===== src/include/eib_pkg.sv =====
// Purpose: Constants for the indirect low power idle register bank
// Assumes: Byte wide indirect access, 25 MHz core clock
// Notes: Even offset holds bits 15:8 of a word, odd offset bits 7:0
package eib_pkg;
    // ==========================================================
    // Access window
    localparam logic [7:0] A_SEL = 8'h6e;
    localparam logic [7:0] A_OFS = 8'h6f;
    localparam logic [7:0] A_DATA = 8'ha0;
    localparam logic [2:0] SPACE_EEE = 3'h1;
    localparam logic [3:0] PSEL_GLOBAL = 4'h0;
    localparam logic [3:0] PSEL_P3 = 4'h3;
    localparam logic [3:0] PSEL_P4 = 4'h4;
    // ==========================================================
    // Word offsets
    localparam logic [7:0] O_EXP = 8'h0c;
    localparam logic [7:0] O_EXP_LO = 8'h0d;
    localparam logic [7:0] O_TXNP = 8'h0e;
    localparam logic [7:0] O_LPNP = 8'h10;
    localparam logic [7:0] O_CAP = 8'h28;
    localparam logic [7:0] O_WERR = 8'h2a;
    localparam logic [7:0] O_WERR_LO = 8'h2b;
    localparam logic [7:0] O_PCTL = 8'h2c;
    localparam logic [7:0] O_QMB = 8'h30;
    localparam logic [7:0] O_WAIT = 8'h32;
    localparam logic [7:0] O_DIAG = 8'h34;
    localparam logic [7:0] O_MINLPI = 8'h36;
    localparam logic [7:0] O_WTHR = 8'h38;
    localparam logic [7:0] O_DCTL = 8'h3a;
    // ==========================================================
    // Fixed and reset values
    localparam logic [7:0] QMB_HI = 8'h40;
    localparam logic [6:0] QMB_LO = 7'h10;
    localparam logic [15:0] WAIT_RST = 16'h0010;
    localparam logic [7:0] DIAG_HI = 8'h68;
    localparam logic [3:0] DIAG_MID = 4'h0;
    localparam logic [3:0] NP_EN_RST = 4'hf;
    localparam logic [15:0] MINLPI_VAL = 16'h0000;
    localparam logic [15:0] WAKE_THR = 16'h0201;
    localparam logic [15:0] DCTL_VAL = 16'h0001;
    localparam logic [15:0] TXNP_RST = 16'h2001;
    localparam logic [15:0] TXNP_WMASK = 16'hb7ff;
    localparam logic [15:0] ACK_MASK = 16'h4000;
    localparam logic [8:0] EXP_RSVD = 9'h000;
    localparam logic [15:0] CNT_MAX = 16'hffff;
    // ==========================================================
    // Bit positions
    localparam int B_TERM = 7;
    localparam int B_TGL = 11;
    localparam int B_ACK = 14;
    localparam int B_HWNP = 7;
    localparam int B_DIS10 = 7;
    localparam int B_SWMODE = 1;
    localparam int B_EN100 = 0;
    localparam int B_CAPLOC = 1;
    // ==========================================================
    // Timing
    localparam int CLK_MHZ = 25;
    localparam int LPI_UNIT_US = 1300;
    localparam int LPI_UNIT_CYC = LPI_UNIT_US * CLK_MHZ;
    localparam logic [1:0] FLP_LAST = 2'h2;
    localparam logic [1:0] FLP_MAX = 2'h3;
endpackage : eib_pkg


===== src/hdl/eib_eee_bank.sv =====
// Purpose: Indirect register bank for low power idle on copper ports 3, 4
// Assumes: Event inputs come from logic on SYS_CLK
// Notes: Wake time counted in SYS_CLK cycles of 40 ns
// ==============================================================
`timescale 1ns/100ps
`default_nettype none
module eib_eee_bank #(
    parameter int LPI_UNIT_CYC = eib_pkg::LPI_UNIT_CYC
) (
    input wire logic SYS_CLK,
    input wire logic SRST,
    input wire logic CE,
    input wire logic [7:0] ADDR,
    input wire logic WR,
    input wire logic RD,
    input wire logic [7:0] WDATA,
    output logic [7:0] RDATA,
    input wire logic [1:0] TRANSMIT_QUEUE_EMPTY,
    input wire logic [1:0] TRAFFIC_IN,
    input wire logic [1:0] CAP_MATCH,
    input wire logic [1:0] PD_FAULT,
    input wire logic [1:0] RX_PAGE_VALID,
    input wire logic [1:0][15:0] RX_PAGE_WORD,
    input wire logic [1:0] PARTNER_AN_ABLE,
    input wire logic [1:0] PARTNER_NP_ABLE,
    input wire logic [1:0] AN_START,
    input wire logic [1:0] BASE_TOGGLE,
    input wire logic [1:0] PAGE_SENT,
    input wire logic [1:0] WAKE_BUSY,
    output logic [1:0] LPI_REQ,
    output logic [1:0] EEE100_EN,
    output logic [3:0] NP_ENABLE,
    output logic [1:0][15:0] NP_TX_WORD
);

    function automatic logic [15:0] put_byte(input logic [15:0] w, input logic h,
                                              input logic [7:0] b);
        put_byte = h ? {b, w[7:0]} : {w[15:8], b};
    endfunction : put_byte

    logic [7:0] sel;
    logic [7:0] ofs;
    logic term_en;
    logic [15:0] wait_time;
    logic [1:0] pdf;
    logic [1:0] pgr;
    logic [1:0] cap_loc;
    logic [1:0] dis10;
    logic [1:0] hw_np;
    logic [1:0] hw_stat;
    logic [1:0] sw_mode;
    logic [1:0][15:0] lpnp;
    logic [1:0][15:0] werr;
    logic [1:0][15:0] prev_rx;
    logic [1:0][1:0] burst_cnt;
    logic [1:0][15:0] wake_cnt;
    logic [1:0][15:0] pre;
    logic [1:0][15:0] units;
    logic eee_sp;
    logic glob;
    logic [1:0] port_hit;
    logic dacc_wr;
    logic dacc_rd;
    logic hi;
    logic [7:0] word_ofs;
    logic [15:0] rd_word;
    logic [1:0] rc_exp;
    logic [1:0] rc_werr;
    logic [1:0] page_done;
    logic pi;

    // ==========================================================
    // Access decode
    always_comb begin
        eee_sp = sel[7:5] == eib_pkg::SPACE_EEE;
        glob = eee_sp && sel[3:0] == eib_pkg::PSEL_GLOBAL;
        port_hit[0] = eee_sp && sel[3:0] == eib_pkg::PSEL_P3;
        port_hit[1] = eee_sp && sel[3:0] == eib_pkg::PSEL_P4;
        dacc_wr = WR && ADDR == eib_pkg::A_DATA;
        dacc_rd = RD && ADDR == eib_pkg::A_DATA;
        hi = !ofs[0];
        word_ofs = {ofs[7:1], 1'b0};
        pi = port_hit[1];
        rc_exp = {2{dacc_rd && ofs == eib_pkg::O_EXP_LO}} & port_hit;
        rc_werr = {2{dacc_rd && ofs == eib_pkg::O_WERR_LO}} & port_hit;
    end

    always_ff @(posedge SYS_CLK) begin
        if (SRST) begin
            sel <= 8'h00;
            ofs <= 8'h00;
        end else if (CE) begin
            if (WR && ADDR == eib_pkg::A_SEL) begin
                sel <= WDATA;
            end else if (WR && ADDR == eib_pkg::A_OFS) begin
                ofs <= WDATA;
            end
        end
    end

    // ==========================================================
    // Global registers; reserved fields are constants, so writes drop
    always_ff @(posedge SYS_CLK) begin
        if (SRST) begin
            term_en <= 1'b0;
            wait_time <= eib_pkg::WAIT_RST;
            NP_ENABLE <= eib_pkg::NP_EN_RST;
        end else if (CE && dacc_wr && glob) begin
            if (word_ofs == eib_pkg::O_QMB && !hi) begin
                term_en <= WDATA[eib_pkg::B_TERM];
            end else if (word_ofs == eib_pkg::O_WAIT) begin
                wait_time <= put_byte(wait_time, hi, WDATA);
            end else if (word_ofs == eib_pkg::O_DIAG && !hi) begin
                NP_ENABLE <= WDATA[3:0];
            end
        end
    end

    // ==========================================================
    // Read path
    always_comb begin
        rd_word = 16'h0000;
        if (glob) begin
            if (word_ofs == eib_pkg::O_QMB) begin
                rd_word = {eib_pkg::QMB_HI, term_en, eib_pkg::QMB_LO};
            end else if (word_ofs == eib_pkg::O_WAIT) begin
                rd_word = wait_time;
            end else if (word_ofs == eib_pkg::O_DIAG) begin
                rd_word = {eib_pkg::DIAG_HI, eib_pkg::DIAG_MID, NP_ENABLE};
            end else if (word_ofs == eib_pkg::O_MINLPI) begin
                rd_word = eib_pkg::MINLPI_VAL;
            end else if (word_ofs == eib_pkg::O_WTHR) begin
                rd_word = eib_pkg::WAKE_THR;
            end else if (word_ofs == eib_pkg::O_DCTL) begin
                rd_word = eib_pkg::DCTL_VAL;
            end
        end else if (port_hit != 2'b00) begin
            if (word_ofs == eib_pkg::O_EXP) begin
                rd_word = {eib_pkg::EXP_RSVD, 1'b1, 1'b1, pdf[pi],
                           PARTNER_NP_ABLE[pi], 1'b1,
                           pgr[pi], PARTNER_AN_ABLE[pi]};
            end else if (word_ofs == eib_pkg::O_TXNP) begin
                rd_word = NP_TX_WORD[pi];
            end else if (word_ofs == eib_pkg::O_LPNP) begin
                rd_word = lpnp[pi];
            end else if (word_ofs == eib_pkg::O_CAP) begin
                rd_word = {14'h0000, cap_loc[pi], 1'b0};
            end else if (word_ofs == eib_pkg::O_WERR) begin
                rd_word = werr[pi];
            end else if (word_ofs == eib_pkg::O_PCTL) begin
                rd_word = {dis10[pi], 7'h00, hw_np[pi], hw_stat[pi],
                           4'h0, sw_mode[pi], EEE100_EN[pi]};
            end
        end
    end

    // Read data is captured on the same edge that clears, so value goes first
    always_ff @(posedge SYS_CLK) begin
        if (SRST) begin
            RDATA <= 8'h00;
        end else if (CE && RD) begin
            if (ADDR == eib_pkg::A_SEL) begin
                RDATA <= sel;
            end else if (ADDR == eib_pkg::A_OFS) begin
                RDATA <= ofs;
            end else if (ADDR == eib_pkg::A_DATA) begin
                RDATA <= hi ? rd_word[15:8] : rd_word[7:0];
            end else begin
                RDATA <= 8'h00;
            end
        end
    end

    // ==========================================================
    // Per-port logic, index 0 is port 3 and index 1 is port 4
    for (genvar g = 0; g < 2; g++) begin : g_port
        // Latched status, the set beats a coincident read clear
        always_ff @(posedge SYS_CLK) begin
            if (SRST) begin
                pdf[g] <= 1'b0;
                pgr[g] <= 1'b0;
            end else if (CE) begin
                if (PD_FAULT[g]) begin
                    pdf[g] <= 1'b1;
                end else if (rc_exp[g]) begin
                    pdf[g] <= 1'b0;
                end
                if (page_done[g]) begin
                    pgr[g] <= 1'b1;
                end else if (rc_exp[g]) begin
                    pgr[g] <= 1'b0;
                end
            end
        end

        // Partner page is accepted only on the third matching burst
        assign page_done[g] = RX_PAGE_VALID[g] && burst_cnt[g] == eib_pkg::FLP_LAST &&
            ((RX_PAGE_WORD[g] ^ prev_rx[g]) & ~eib_pkg::ACK_MASK) == 16'h0000;

        always_ff @(posedge SYS_CLK) begin
            if (SRST) begin
                burst_cnt[g] <= 2'h0;
                prev_rx[g] <= 16'h0000;
                lpnp[g] <= 16'h0000;
            end else if (CE && RX_PAGE_VALID[g]) begin
                prev_rx[g] <= RX_PAGE_WORD[g];
                if (((RX_PAGE_WORD[g] ^ prev_rx[g]) & ~eib_pkg::ACK_MASK) != 16'h0000) begin
                    burst_cnt[g] <= 2'h1;
                end else if (burst_cnt[g] != eib_pkg::FLP_MAX) begin
                    burst_cnt[g] <= burst_cnt[g] + 2'h1;
                end
                if (page_done[g]) begin
                    lpnp[g] <= RX_PAGE_WORD[g] | eib_pkg::ACK_MASK;
                end
            end
        end

        // Transmit page; toggle and bit 14 stay under hardware control
        always_ff @(posedge SYS_CLK) begin
            if (SRST) begin
                NP_TX_WORD[g] <= eib_pkg::TXNP_RST;
            end else if (CE) begin
                if (dacc_wr && port_hit[g] && word_ofs == eib_pkg::O_TXNP) begin
                    NP_TX_WORD[g] <= (put_byte(NP_TX_WORD[g], hi, WDATA)
                        & eib_pkg::TXNP_WMASK) | (NP_TX_WORD[g] & ~eib_pkg::TXNP_WMASK);
                end
                if (AN_START[g]) begin
                    NP_TX_WORD[g][eib_pkg::B_TGL] <= ~BASE_TOGGLE[g];
                end else if (PAGE_SENT[g]) begin
                    NP_TX_WORD[g][eib_pkg::B_TGL] <= ~NP_TX_WORD[g][eib_pkg::B_TGL];
                end
            end
        end

        // Port control and capability advertisement
        always_ff @(posedge SYS_CLK) begin
            if (SRST) begin
                dis10[g] <= 1'b1;
                hw_np[g] <= 1'b1;
                hw_stat[g] <= 1'b0;
                sw_mode[g] <= 1'b0;
                EEE100_EN[g] <= 1'b0;
                cap_loc[g] <= 1'b1;
            end else if (CE) begin
                if (dacc_wr && port_hit[g] && word_ofs == eib_pkg::O_PCTL) begin
                    if (hi) begin
                        dis10[g] <= WDATA[eib_pkg::B_DIS10];
                    end else begin
                        hw_np[g] <= WDATA[eib_pkg::B_HWNP];
                        sw_mode[g] <= WDATA[eib_pkg::B_SWMODE];
                        EEE100_EN[g] <= WDATA[eib_pkg::B_EN100];
                    end
                end
                if (dacc_wr && port_hit[g] && ofs == eib_pkg::O_CAP + 8'h01) begin
                    cap_loc[g] <= WDATA[eib_pkg::B_CAPLOC];
                end
                if (hw_np[g] && CAP_MATCH[g]) begin
                    EEE100_EN[g] <= 1'b1;
                    hw_stat[g] <= 1'b1;
                end
            end
        end

        // Wake timing; one error per wake that outlasts the threshold
        always_ff @(posedge SYS_CLK) begin
            if (SRST) begin
                wake_cnt[g] <= 16'h0000;
                werr[g] <= 16'h0000;
            end else if (CE) begin
                if (!WAKE_BUSY[g]) begin
                    wake_cnt[g] <= 16'h0000;
                end else if (wake_cnt[g] != eib_pkg::WAKE_THR + 16'h0001) begin
                    wake_cnt[g] <= wake_cnt[g] + 16'h0001;
                end
                if (WAKE_BUSY[g] && wake_cnt[g] == eib_pkg::WAKE_THR) begin
                    werr[g] <= rc_werr[g] ? 16'h0001 :
                        (werr[g] == eib_pkg::CNT_MAX ? werr[g] : werr[g] + 16'h0001);
                end else if (rc_werr[g]) begin
                    werr[g] <= 16'h0000;
                end
            end
        end

        // Idle request timer; traffic withdraw optional
        always_ff @(posedge SYS_CLK) begin
            if (SRST) begin
                pre[g] <= 16'h0000;
                units[g] <= 16'h0000;
                LPI_REQ[g] <= 1'b0;
            end else if (CE) begin
                if (!TRANSMIT_QUEUE_EMPTY[g] || !EEE100_EN[g]
                    || (term_en && TRAFFIC_IN[g])) begin
                    pre[g] <= 16'h0000;
                    units[g] <= 16'h0000;
                    LPI_REQ[g] <= 1'b0;
                end else begin
                    if (pre[g] == 16'(LPI_UNIT_CYC - 1)) begin
                        pre[g] <= 16'h0000;
                        if (units[g] != eib_pkg::CNT_MAX) begin
                            units[g] <= units[g] + 16'h0001;
                        end
                    end else begin
                        pre[g] <= pre[g] + 16'h0001;
                    end
                    if (units[g] > wait_time) begin
                        LPI_REQ[g] <= 1'b1;
                    end
                end
            end
        end

    end
endmodule : eib_eee_bank
`default_nettype wire


===== config.mk =====
export PLATFORM = sky130hd
export DESIGN_NAME = eib_eee_bank
export DESIGN_NICKNAME = d
export VERILOG_FILES = /design/src/include/eib_pkg.sv /design/src/hdl/eib_eee_bank.sv
export SDC_FILE = /design/constraint.sdc
export NUM_CORES = 1
export LEC_CHECK = 0
export BUFFER_PORTS_ARGS = -buffer_cell sky130_fd_sc_hd__buf_2
export CAP_MARGIN = 30
export CORE_MARGIN = 4
export CORE_UTILIZATION = 50
export DETAILED_ROUTE_END_ITERATION = 6
export GPL_TIMING_DRIVEN = 0
export PLACE_DENSITY_LB_ADDON = 0.08
export REMOVE_ABC_BUFFERS = 1
export SETUP_SLACK_MARGIN = 0.1
export SYNTH_ARGS = -nofsm -noshare
export SYNTH_HDL_FRONTEND = slang
export SYNTH_SLANG_ARGS = --single-unit

===== constraint.sdc =====
create_clock -name SYS_CLK -period 2.7 [get_ports SYS_CLK]
set_input_delay 0.54 -clock SYS_CLK [delete_from_list [all_inputs] [get_ports SYS_CLK]]
set_output_delay 0.54 -clock SYS_CLK [all_outputs]
set_load 0.02 [all_outputs]

==> impl_metrics.yaml <==
status:
  status: "finished, final reports clean"
logic_synthesis:
  post_synth_fa_ha_maj_area_fraction_pct: 3.93
  yosys_warnings: 0
  ys_seq_area_share_pct: 37.6
  synth_cells: 1810
  ys_types: 96
  ys_seq_elements: 287
  synth-async-reset-ratio_pct: 0
  synth_top_family_by_area: "simple AND/OR/NAND/NOR gates"
  yosys.area_share.simple_pct: 25.4
  syn_area_mm2: 0.0153
  ys.flop_type: "dfxtp_1"
  synth.avg_cell_area_um2: 8.44
  synth_compound_area_share_pct: 15.3
  synthMuxAreaShare_pct: 7.63
  synth-edff-count: 0
  synth-xor-area-share_pct: 6.25
placement:
  gp_congestion: 0.944
  hpwl_um: 32800
  dpl.cell_count: 2236
  port_buffers: 118
cells_and_area:
  nets: 2039
  syn2layout_area_growth_pct: 16.4
  postLayoutCoreUtil_pct: 59.5
  drive_above_1_share_pct: 15.1
  antenna_cells: 0
  fill_cells: 2717
  layoutNonFillerInstCount: 2331
clock_network:
  clock_path_buffers: 3
  cts_inserted_buffers: 34
  ctsHoldBuffers: 0
  cts-htree-levels: 2
  cts.sinks: 287
  cts_tree: "built"
  cts_root_buf: "clkbuf_16"
  clk_pin_slew_worst_paths_ns: 0.06
  clock_latency_ns: 0.52
timing:
  period_needed_ns: 2.57
  slew_headroom_pct: 33.4
  whs_ns: 0.290
  tns_ns: 0
  skew_ns: 0.0256
  worstMarginPinSlew_ns: 0.993
  rsz0062_at_grt: "yes"
  finalHoldViolCount: 0
  period_share_pct: 95.3
  setup-violations-final: 0
  clock.fmax_mhz: 388
  drv_slew: 0
critical_path:
  reg2regPathDepth: 7
  reg2reg_to: "RDATA[3]"
  critPathBufInv: 1
  r2r_start: "sel[6]"
  cp-start-kind: "flop"
  cp-startpoint: "sel[6]"
  critPathMaxFanout: 29
  path_cells: "or4b_4 > nor2_4 > buf_12 > mux2i_1 > o22ai_1 > a2111oi_1 > a211oi_1"
  cp_top_family: "simple AND/OR/NAND/NOR gates"
  critPathCaptureType: "flop"
  crit_path_end: "RDATA[3]"
  r2r_slack_ns: 0.13
  cp.depth: 7
  critPathRequiredTime_ns: 3.06
  crit_type: "flop to flop"
  max_stage_delay_ns: 0.65
  arrival_ns: 2.93
  critPathSlowestCell: "or4b_4"
grt:
  grt_max_degree: 107
  antenna_found_initial: 0
  grt_pass1_wl_um: 71700
  gr-usage-all-layers_pct: 26.5
  grt_use_met1_pct: 35.9
  grtUsageMet2_pct: 43.5
  grt_pass1_vias: 12792
  busiest_layer: "met2"
  grt-ovfl-total: 0
  grtUsageMet3_pct: 4.50
routing:
  wl_per_cell_um: 19.9
  remaining_drc_errors: 0
  vias_per_cell: 5.96
  drtAntennaViolNets: 0
  drt_iter0_drc: 1213
  drt_pre_antenna_iters: 6
  vias: 13901
  routed_wl_um: 46400
hold_path:
  hold_path_class: "primary input to flop"
  whs_path_depth: 3
floorplanning:
  fp.dieW_um: 183
  num_rows: 63
  die_h_um: 183
  die-area_mm2: 0.0334
  coreArea_mm2: 0.0299
  io_pins: 123
  initial_utilization_pct: 51.1
power_and_ir_drop:
  p_leak_nw: 6.65
  p_switching_w: 0.00218
  swShare_pct: 22.7
  internal_power_w: 0.00743
  ir_drop_mv: 0.493
  p_clk_share_pct: 50.1
  p_comb_share_pct: 5.1
  p_per_area_mw_per_mm2: 540
  seqPwrFrac_pct: 44.9
job:
  maxCapViolations: 0
-- routing by layer --
metal / vias up / wire, um
met2: 427 / 21500
met1: 6669 / 20700
met5: - / 0
met4: 0 / 1410
li1: 6710 / -
met3: 95 / 2880
-- cells in the mapped netlist (12+ instances only) --
master | instances | area share (%)
o21ai_0 | 56 | 1.8
or3_1 | 24 | 0.98
nand2_1 | 201 | 4.9
nor2_1 | 210 | 5.2
xor2_1 | 42 | 2.4
inv_1 | 54 | 1.3
and4_1 | 20 | 1.1
ha_1 | 48 | 3.9
clkbuf_1 | 61 | 1.5
and3_1 | 23 | 0.94
nand4_1 | 40 | 1.6
nor4_1 | 19 | 0.78
a21o_1 | 13 | 0.64
a21oi_1 | 132 | 4.3
xnor2_1 | 67 | 3.8
nor2b_1 | 16 | 0.66
dfxtp_1 | 287 | 38
buf_1 | 13 | 0.32
mux2i_1 | 112 | 7.3
nand3_1 | 77 | 2.5
o22ai_1 | 13 | 0.53
nor3_1 | 29 | 0.95
a211oi_1 | 16 | 0.79
and2_1 | 12 | 0.49
-- worst min-delay path by stage --
| stage | end | start |
|---|---|---|
| after floorplan | lpnp[30] | lpnp[30] |
| after global placement | lpnp[30] | lpnp[30] |
| after detailed placement | lpnp[30] | lpnp[30] |
| after CTS | prev_rx[16] | RX_PAGE_WORD[16] |
| after global routing | prev_rx[1] | RX_PAGE_WORD[1] |
| final | prev_rx[11] | RX_PAGE_WORD[11] |
-- registers in the layout, indices dropped and copies added (netlist names), 4 cells and up --
name / flops
lpnp: 32
burst_cnt: 4
wait_time: 16
ofs: 8
sel: 8
units: 32
NP_TX_WORD: 30
NP_ENABLE: 4
werr: 32
pre: 32
RDATA: 8
wake_cnt: 32
prev_rx: 30
-- cell families after synthesis --
family,Yosys count
adders and majority gates,48
xor gates and xnor gates,109
AOI/OAI and AO/OA,354
muxes,115
DFF,287
buffers and inverters,145
and+or+nand+nor,751
other,1
-- placed cells by master, fill, tap and decap left out, drive strengths merged, types with 6 or more instances in the layout --
cell and n:
dfxtp 287, nor2 214, nand2 202, buf 159, a21oi 132, mux2i 112, nand3 77, xnor2 67
o21ai 61, inv 55, clkbuf 53, ha 48, xor2 42, nand4 41, nor3 34, or3 24
and3 23, nor4 22, and4 20, a211oi 17, nor2b 16, a21o 13, o22ai 13, nor4b 13
o211ai 12, and2 12, or4 11, o21a 11, a211o 9, a31oi 9, nor3b 9, nand2b 8
or4b 8, o31ai 7, o2111ai 6, a311oi 6, a2111oi 6
-- power groups by stage --
stage	clock network [W]	registers (W)	logic, W
2_1_floorplan	0	0.00441	0.000202
3_3_place_gp	0	0.00441	0.000462
3_5_place_dp	0	0.00441	0.000474
4_1_cts	0.00490	0.00431	0.000477
5_1_grt	0.00508	0.00432	0.000525
6_report	0.00481	0.00431	0.000485
-- worst reg2reg max path: stages (launching register included) --
cell	delay, ns
dfxtp_1	0.37
or4b_4	0.65
nor2_4	0.17
buf_12	0.22
mux2i_1	0.28
o22ai_1	0.18
a2111oi_1	0.43
a211oi_1	0.11
-- final cells by class --
class,count,area [um^2],area share (%)
Tap cell,390,488,2.74
Multi-Input combinational cell,1380,9150,51.5
Sequential cell,287,5760,32.4
Clock buffer,53,1060,5.98
Clock inverter,8,119,0.668
Inverter,54,203,1.14
Timing Repair Buffer,159,1000,5.62
-- through the flow --
| step | worst slack, ns | instance area, um^2 | total power, W |
|---|---|---|---|
| floorplan | -0.0712 | 14900 | 0.00461 |
| global placement | -2.03 | 16000 | 0.00487 |
| detailed placement | -0.816 | 16100 | 0.00488 |
| CTS | 0.104 | 17500 | 0.00969 |
| global route | 0.0250 | 17800 | 0.00992 |
| finish | 0.126 | 17800 | 0.00961 |
-- what timing repair did --
action | in CTS | in global routing
gates cloned | 1 | 0
endpoints found under the setup margin | 135 | 83
pin swaps | 8 | 9
buffers inserted | 21 | 12
gates resized for setup | 16 | 36
No activity file was read; power rests on OpenSTA's default activity.
